**src/logic/sterm_pkg.sv**
```systemverilog
// Shared constants and types of the serial terminal controller
package sterm_pkg;

	// Clock and line timing
	localparam int CLK_PERIOD_NS = 10;
	localparam int LINE_BAUD = 110;
	localparam int BIT_TIME_NS = 1000000000 / LINE_BAUD;
	localparam int HALF_BIT_CYCLES = BIT_TIME_NS / (2 * CLK_PERIOD_NS);

	// Frame layout, in bits and half bits
	localparam int FRAME_BITS = 11;
	localparam int DATA_BITS = 8;
	localparam int STOP_BITS = 2;
	localparam logic [4:0] LAST_HALF = 5'h15;
	localparam logic [4:0] DONE_HALF = 5'h14;
	localparam logic [4:0] FIRST_DATA_HALF = 5'h02;
	localparam logic [4:0] LAST_DATA_HALF = 5'h10;
	localparam logic [4:0] STOP_HALF = 5'h12;

	// Line levels after the isolated inverting pins
	localparam logic LINE_MARK = 1'b1;
	localparam logic LINE_SPACE = 1'b0;

	typedef enum logic [1:0] {
		STERM_IDLE = 2'b00,
		STERM_TX = 2'b01,
		STERM_RX = 2'b10,
		STERM_ECHO = 2'b11
	} sterm_mode_e;

endpackage

```
**src/logic/sterm_bitclk.sv**
```systemverilog
// Half-bit tick divider with restart for receive alignment
`timescale 1ns/1ns
`default_nettype none
module sterm_bitclk #(
	parameter int HALF_CYC = 4
) (
	input wire logic CLOCK,
	input wire logic SRST,
	input wire logic CE,
	input wire logic RESTART,
	output logic TICK
);
	typedef struct packed {
		logic [31:0] cnt;
	} sterm_div_s;

	sterm_div_s s;
	sterm_div_s next_s;

	// Free-running unless RESTART zeroes the count, so transmit timing never drifts between frames
	always_comb begin
		next_s = s;
		if (RESTART || s.cnt == 32'(HALF_CYC - 1)) begin
			next_s.cnt = 32'h0;
		end else begin
			next_s.cnt = s.cnt + 32'h1;
		end
	end

	assign TICK = CE && !RESTART && (s.cnt == 32'(HALF_CYC - 1));

	always_ff @(posedge CLOCK) begin
		if (SRST) begin
			s <= '0;
		end else if (CE) begin
			s <= next_s;
		end
	end
endmodule
`default_nettype wire

```
**src/logic/sterm_ctrl.sv**
```systemverilog
// Serial terminal controller: modes, transmit and receive framing
`timescale 1ns/1ns
`default_nettype none
////////////////////////////////////////////////////////////////////////////////
module sterm_ctrl
	import sterm_pkg::*;
#(
	parameter int HALF_BIT_CYC = sterm_pkg::HALF_BIT_CYCLES
) (
	input wire logic CLOCK,
	input wire logic SRST,
	input wire logic CE,
	input wire logic SELECT_TRANSMIT_PULSE,
	input wire logic SELECT_RECEIVE_PULSE,
	input wire logic SELECT_ECHO_PULSE,
	input wire logic FORCE_SPACING_PULSE,
	input wire logic LOAD_STROBE,
	input wire logic [sterm_pkg::DATA_BITS-1:0] LOAD_DATA,
	input wire logic READ_STROBE,
	output logic [sterm_pkg::DATA_BITS-1:0] RX_DATA,
	output logic [1:0] MODE,
	output logic BUSY,
	output logic COMPLETE,
	output logic TEST_LINE,
	output logic SERIAL_CHAR_INTERRUPT_N,
	input wire logic SERIAL_LINE_IN_N,
	output logic SERIAL_LINE_OUT_N,
	output logic SERIAL_LINE_COMMON
);
	import sterm_pkg::*;

	typedef struct packed {
		sterm_mode_e mode;
		logic spacing;
		logic busy;
		logic complete;
		logic pend;
		logic [DATA_BITS-1:0] pend_data;
		logic tx_on;
		logic [4:0] tx_h;
		logic [FRAME_BITS-1:0] tx_frame;
		logic rx_on;
		logic [4:0] rx_h;
		logic [DATA_BITS-1:0] rx_sh;
		logic [DATA_BITS-1:0] rx_data;
		logic line;
	} sterm_state_s;

	localparam sterm_state_s RST_STATE = '{
		mode: STERM_IDLE, line: LINE_MARK, default: '0};

	sterm_state_s s;
	sterm_state_s next_s;
	logic tx_tick;
	logic rx_tick;
	logic rx_restart;
	logic line_in;
	logic tx_go;
	logic rx_go;
	logic clr;

	// Sync bit, data LSB first, two mark bits
	function automatic logic [FRAME_BITS-1:0] build_frame(
		input logic [DATA_BITS-1:0] d);
		build_frame = {{STOP_BITS{LINE_MARK}}, d, LINE_SPACE};
	endfunction

	////////////////////////////////////////////////////////////////////////
	// Bit timing: transmit runs free, receive restarts on each sync edge
	sterm_bitclk #(.HALF_CYC(HALF_BIT_CYC)) u_tx_clk (
		.CLOCK(CLOCK),
		.SRST(SRST),
		.CE(CE),
		.RESTART(1'b0),
		.TICK(tx_tick)
	);

	sterm_bitclk #(.HALF_CYC(HALF_BIT_CYC)) u_rx_clk (
		.CLOCK(CLOCK),
		.SRST(SRST),
		.CE(CE),
		.RESTART(rx_restart),
		.TICK(rx_tick)
	);

	assign line_in = ~SERIAL_LINE_IN_N;
	assign tx_go = (s.mode == STERM_TX) || (s.mode == STERM_ECHO);
	assign rx_go = (s.mode == STERM_RX) || (s.mode == STERM_ECHO);
	assign clr = SELECT_TRANSMIT_PULSE || SELECT_RECEIVE_PULSE ||
		SELECT_ECHO_PULSE || FORCE_SPACING_PULSE || LOAD_STROBE ||
		READ_STROBE;

	////////////////////////////////////////////////////////////////////////
	always_comb begin
		next_s = s;
		rx_restart = 1'b0;
		// Clears come first so a same-cycle set wins
		if (clr) begin
			next_s.complete = 1'b0;
		end
		if (SELECT_TRANSMIT_PULSE) begin
			next_s.mode = STERM_TX;
			next_s.spacing = 1'b0;
		end else if (SELECT_RECEIVE_PULSE) begin
			next_s.mode = STERM_RX;
			next_s.spacing = 1'b0;
		end else if (SELECT_ECHO_PULSE) begin
			next_s.mode = STERM_ECHO;
			next_s.spacing = 1'b0;
		end
		if (FORCE_SPACING_PULSE && s.mode == STERM_TX) begin
			next_s.spacing = 1'b1;
		end

		// Transmitter
		if (tx_tick) begin
			if (s.tx_on) begin
				if (s.tx_h == LAST_HALF) begin
					if (s.pend && tx_go) begin
						next_s.tx_frame = build_frame(s.pend_data);
						next_s.tx_h = 5'h00;
						next_s.pend = 1'b0;
					end else begin
						next_s.tx_on = 1'b0;
					end
				end else begin
					next_s.tx_h = s.tx_h + 5'h01;
				end
				if (s.tx_h == DONE_HALF && s.mode == STERM_TX) begin
					next_s.complete = 1'b1;
				end
			end else if (s.pend && tx_go) begin
				next_s.tx_on = 1'b1;
				next_s.tx_frame = build_frame(s.pend_data);
				next_s.tx_h = 5'h00;
				next_s.pend = 1'b0;
			end
		end

		// Receiver: a tick with rx_h = k lands at half bit k + 1
		if (!s.rx_on) begin
			if (rx_go && line_in == LINE_SPACE) begin
				next_s.rx_on = 1'b1;
				next_s.rx_h = 5'h00;
				rx_restart = 1'b1;
			end
		end else if (rx_tick) begin
			next_s.rx_h = s.rx_h + 5'h01;
			// A glitch that is gone by mid sync bit is no frame
			if (s.rx_h == 5'h00 && line_in == LINE_MARK) begin
				next_s.rx_on = 1'b0;
			end
			if (s.rx_h >= FIRST_DATA_HALF && s.rx_h <= LAST_DATA_HALF &&
				!s.rx_h[0]) begin
				next_s.rx_sh = {line_in, s.rx_sh[DATA_BITS-1:1]};
			end
			if (s.rx_h == DONE_HALF) begin
				// Stop bits are not checked; half a bit remains to hunt
				next_s.rx_on = 1'b0;
				next_s.rx_data = s.rx_sh;
				next_s.complete = 1'b1;
				if (s.mode == STERM_ECHO) begin
					next_s.pend = 1'b1;
					next_s.pend_data = s.rx_sh;
				end
			end
		end
		if (!rx_go) begin
			next_s.rx_on = 1'b0;
		end

		// A processor load overrides an echo in the same cycle
		if (LOAD_STROBE) begin
			next_s.pend = 1'b1;
			next_s.pend_data = LOAD_DATA;
		end
		next_s.busy = next_s.tx_on || next_s.rx_on;
		if (next_s.spacing) begin
			next_s.line = LINE_SPACE;
		end else if (next_s.tx_on) begin
			next_s.line = next_s.tx_frame[next_s.tx_h[4:1]];
		end else begin
			next_s.line = LINE_MARK;
		end
	end

	always_ff @(posedge CLOCK) begin
		if (SRST) begin
			s <= RST_STATE;
		end else if (CE) begin
			s <= next_s;
		end
	end

	////////////////////////////////////////////////////////////////////////
	assign RX_DATA = s.rx_data;
	assign MODE = s.mode;
	assign BUSY = s.busy;
	assign COMPLETE = s.complete;
	assign TEST_LINE = s.complete;
	assign SERIAL_CHAR_INTERRUPT_N = ~s.complete;
	assign SERIAL_LINE_OUT_N = ~s.line;
	assign SERIAL_LINE_COMMON = 1'b0;
endmodule
`default_nettype wire

```
**config.mk**
```make
export PLATFORM = sky130hd
export DESIGN_NAME = sterm_ctrl
export DESIGN_NICKNAME = d
export VERILOG_FILES = /design/src/logic/sterm_pkg.sv /design/src/logic/sterm_bitclk.sv /design/src/logic/sterm_ctrl.sv
export SDC_FILE = /design/constraint.sdc
export NUM_CORES = 1
export LEC_CHECK = 0
export BUFFER_PORTS_ARGS = -buffer_cell sky130_fd_sc_hd__buf_2
export CAP_MARGIN = 10
export CORE_AREA = 2 2 103 115
export DETAILED_ROUTE_END_ITERATION = 10
export DIE_AREA = 0 0 105 117
export GPL_ROUTABILITY_DRIVEN = 0
export PLACE_DENSITY = 0.82
export SETUP_SLACK_MARGIN = 0.5
export SYNTH_ARGS = -nofsm -noshare
export SYNTH_HDL_FRONTEND = slang
export SYNTH_SLANG_ARGS = --single-unit
```
**constraint.sdc**
```tcl
create_clock -name CLOCK -period 2.99 [get_ports CLOCK]
set_input_delay 0.299 -clock CLOCK [delete_from_list [all_inputs] [get_ports CLOCK]]
set_output_delay 0.299 -clock CLOCK [all_outputs]
set_load 0.01 [all_outputs]
```
==> metrics.txt <==
chip height=117 µm; worst r2r src=u_tx_clk.s[0]; GRT Overall Usage=0.235; post-synthesis adder-cell area fraction=0.0216; Final Cycle Share=0.923; Worst Reg-to-Reg Cells=10; simple-gate share of the synthesized area=0.285; Root Driver=clkbuf_16; largest family of logic cells by synthesized area=simple AND/OR/NAND/NOR gates; synth unique cells=68; DRC errors left=0; WP buf/inv=1; largest net degree at the start of global routing=34; flops & latches, synth=118; Post-synth ARST share=0; Yosys top cell by area=dfxtp_1; CP peak stage delay=360 ps; TritonCTS clock tree=built; worst hold endpoint=MODE[1]; top-count cell post-synth=nor2_1; crit path launch type=flop; antenna violations before repair=1; crit path capture type=flop; EDFF count, synth=0; length of the first detailed-routing pass in iterations=5; core area=11,200 µm²; first-pass GRT wire length=22,800 µm; clock buffer count from CTS=17; share of the synthesized area in the top cell type=0.407; f_max=0.362 GHz; Compound-Gate Fraction of Synth Area=0.0908; multiplexer area fraction after synthesis=0.0526; DRT antenna net count=0; critical path type=flop to flop; CP required=3280 ps; Nets=738; clk buf depth=2; Hold Crit Start=SELECT_TRANSMIT_PULSE; Synthesized Nets=687; standard-cell rows=41; crit-path max FO=3; grt ovf=0; Hold Crit Class=input pin to flop; die area=12,300 µm²; io pins=34; Wirelength per Cell=16.4 µm; clk_skew=8.93 ps; RR Endpoint=s[0]; post-layout minimum cycle time=2760 ps; pre-CTS WS=74.8 ps; cell count of the worst hold path=2; WL final=14,300 µm; Slew Limit Fails=0; register area share after synthesis=0.407; post-DR vias/cell=5.66; synthesized area per cell=8.80 µm²; Setup TNS=0 ps; H-tree depth=4; endpoints failing hold=0; crit-path leading delay family=compound AO/OA/AOI/OAI gates; IO buf count=32; outcome=completed; setup slack after layout=229 ps; Die X-Extent=105 µm; fillers=869; synth-to-layout area growth=22.0%; fin util=0.633; leading register cell type out of synthesis=dfxtp_1; CP Data Arrival Time=3050 ps; number of global-route vias before repair=4,752; r2r setup slk=230 ps; Starting Density=0.519; Peak VDD IR=0.422 mV; max cap viols=0; clock sink count=118; worst rel slew slack=0.610; critical path's slowest cell=or3b_1; power density over cell area=547 nW/µm²; CTS Hold Buffers Added=0; Mapped Area=5800 µm²; Leakage=2.82 nW; Least-Margin Pin Slew=585 ps; clock-pin slew on the worst setup and hold paths=60 ps; antenna cells=0; Ys Warns=0; dpl hpwl=8970 µm; RSZ-0062 raised after global routing=yes; post-synthesis xor/xnor area fraction=0.0876; share of cells above drive strength 1=0.230; Critical Path, Cell by Cell=inv_2, ha_4, nor4b_4, nand4_4, a211o_1, a22oi_4, mux2_4, o211a_1, o31ai_1, or3b_1; vias post-DR=4,943; Post-Syn Instances=659; Detailed Route Iter0 Violations=393; clk_lat worst skew=410 ps; top cells by count, synth=nor2_1, dfxtp_1, nand2_1; ranking of synthesized cells by area=dfxtp_1, nor2_1, xor2_1; Final setup viols=0
cells in the final DEF, fill, tap and decap left out, drive strengths merged, types with 5 or more instances in the layout:
| master | Yosys | layout |
|---|---|---|
| a211oi | 8 | 8 |
| a21oi | 18 | 18 |
| a22oi | 13 | 13 |
| and3 | 9 | 9 |
| buf | 19 | 69 |
| clkbuf | 18 | 20 |
| clkinv | 0 | 5 |
| dfxtp | 118 | 118 |
| ha | 10 | 10 |
| inv | 25 | 25 |
| mux2i | 26 | 26 |
| nand2 | 50 | 50 |
| nand2b | 5 | 5 |
| nand3 | 25 | 25 |
| nand4 | 24 | 24 |
| nor2 | 127 | 127 |
| nor2b | 5 | 5 |
| nor3 | 16 | 16 |
| nor4 | 9 | 9 |
| nor4b | 13 | 13 |
| o21ai | 14 | 14 |
| or3 | 11 | 11 |
| xnor2 | 22 | 22 |
| xor2 | 36 | 36 |
what timing repair did:
action                     in CTS  in global routing
setup buffers                  14                  5
gates resized for setup         8                 42
pin swaps                      10                 20
setup endpoints to repair      23                 39
cell families after synthesis:
family,Yosys count
muxes,30
AOI/OAI and AO/OA,70
DFF,118
other,1
xor gates and xnor gates,58
and+or+nand+nor,310
buffers and inverters,62
adders and majority gates,10
layout make-up:
cell class	count	area, µm²	share of cell area
clock inverter	12	153	0.0216
sequential	118	2370	0.335
timing repair buffer	69	454	0.0642
inverter	25	96.3	0.0136
multi-input combinational	479	3360	0.474
tap	150	188	0.0265
clock buffer	20	457	0.0645
state kept, by name, summed over array words and instances, names as in the netlist:
signal      count
MODE            2
BUSY            1
COMPLETE        1
u_rx_clk.s     32
RX_DATA         8
s              42
u_tx_clk.s     32
through the flow:
stage | hold WS [ps] | total power, mW | area, µm² | std cells
after CTS | 159 | 3.86 | 6850 | 868
final | 178 | 3.87 | 7080 | 873
after global placement | 464 | 1.78 | 6080 | 822
after detailed placement | 475 | 1.79 | 6080 | 822
after global routing | 184 | 3.98 | 7080 | 873
after floorplan | 415 | 1.74 | 5820 | 659
worst reg2reg max path, delay by kind of cell (launching register included):
family,cells,cell delay [ps]
AO/OA/AOI/OAI,4,1010
adder cells (fa/ha/maj),1,120
buffers and inverters,1,60
flip-flops,1,340
multiplexers,1,310
AND/OR/NAND/NOR,3,790
where the power goes:
part,switching (mW),internal [mW]
clock,0.731,1.35
sequential,0.0165,1.59
combinational,0.103,0.0751
worst max-delay path by stage:
stage             startpoint  endpoint  slack [ps]  depth (start not counted)
2_1_floorplan  u_tx_clk.s[1]      s[0]         280                         11
3_3_place_gp   u_rx_clk.s[0]     s[42]         200                         10
3_5_place_dp   u_rx_clk.s[0]     s[40]          70                         10
4_1_cts        u_tx_clk.s[0]      s[0]         230                         10
5_1_grt        u_tx_clk.s[1]      s[0]         100                         11
6_report       u_tx_clk.s[0]      s[0]         230                         10
per-layer routing:
layer	global-route usage	share of wire	up-vias
li1	-	-	2375
met1	0.268	0.41	2340
met2	0.415	0.50	172
met3	0.0736	0.057	54
met4	0.0880	0.037	2
met5	0	0.0011	-
(Power assumes the default switching activity.)
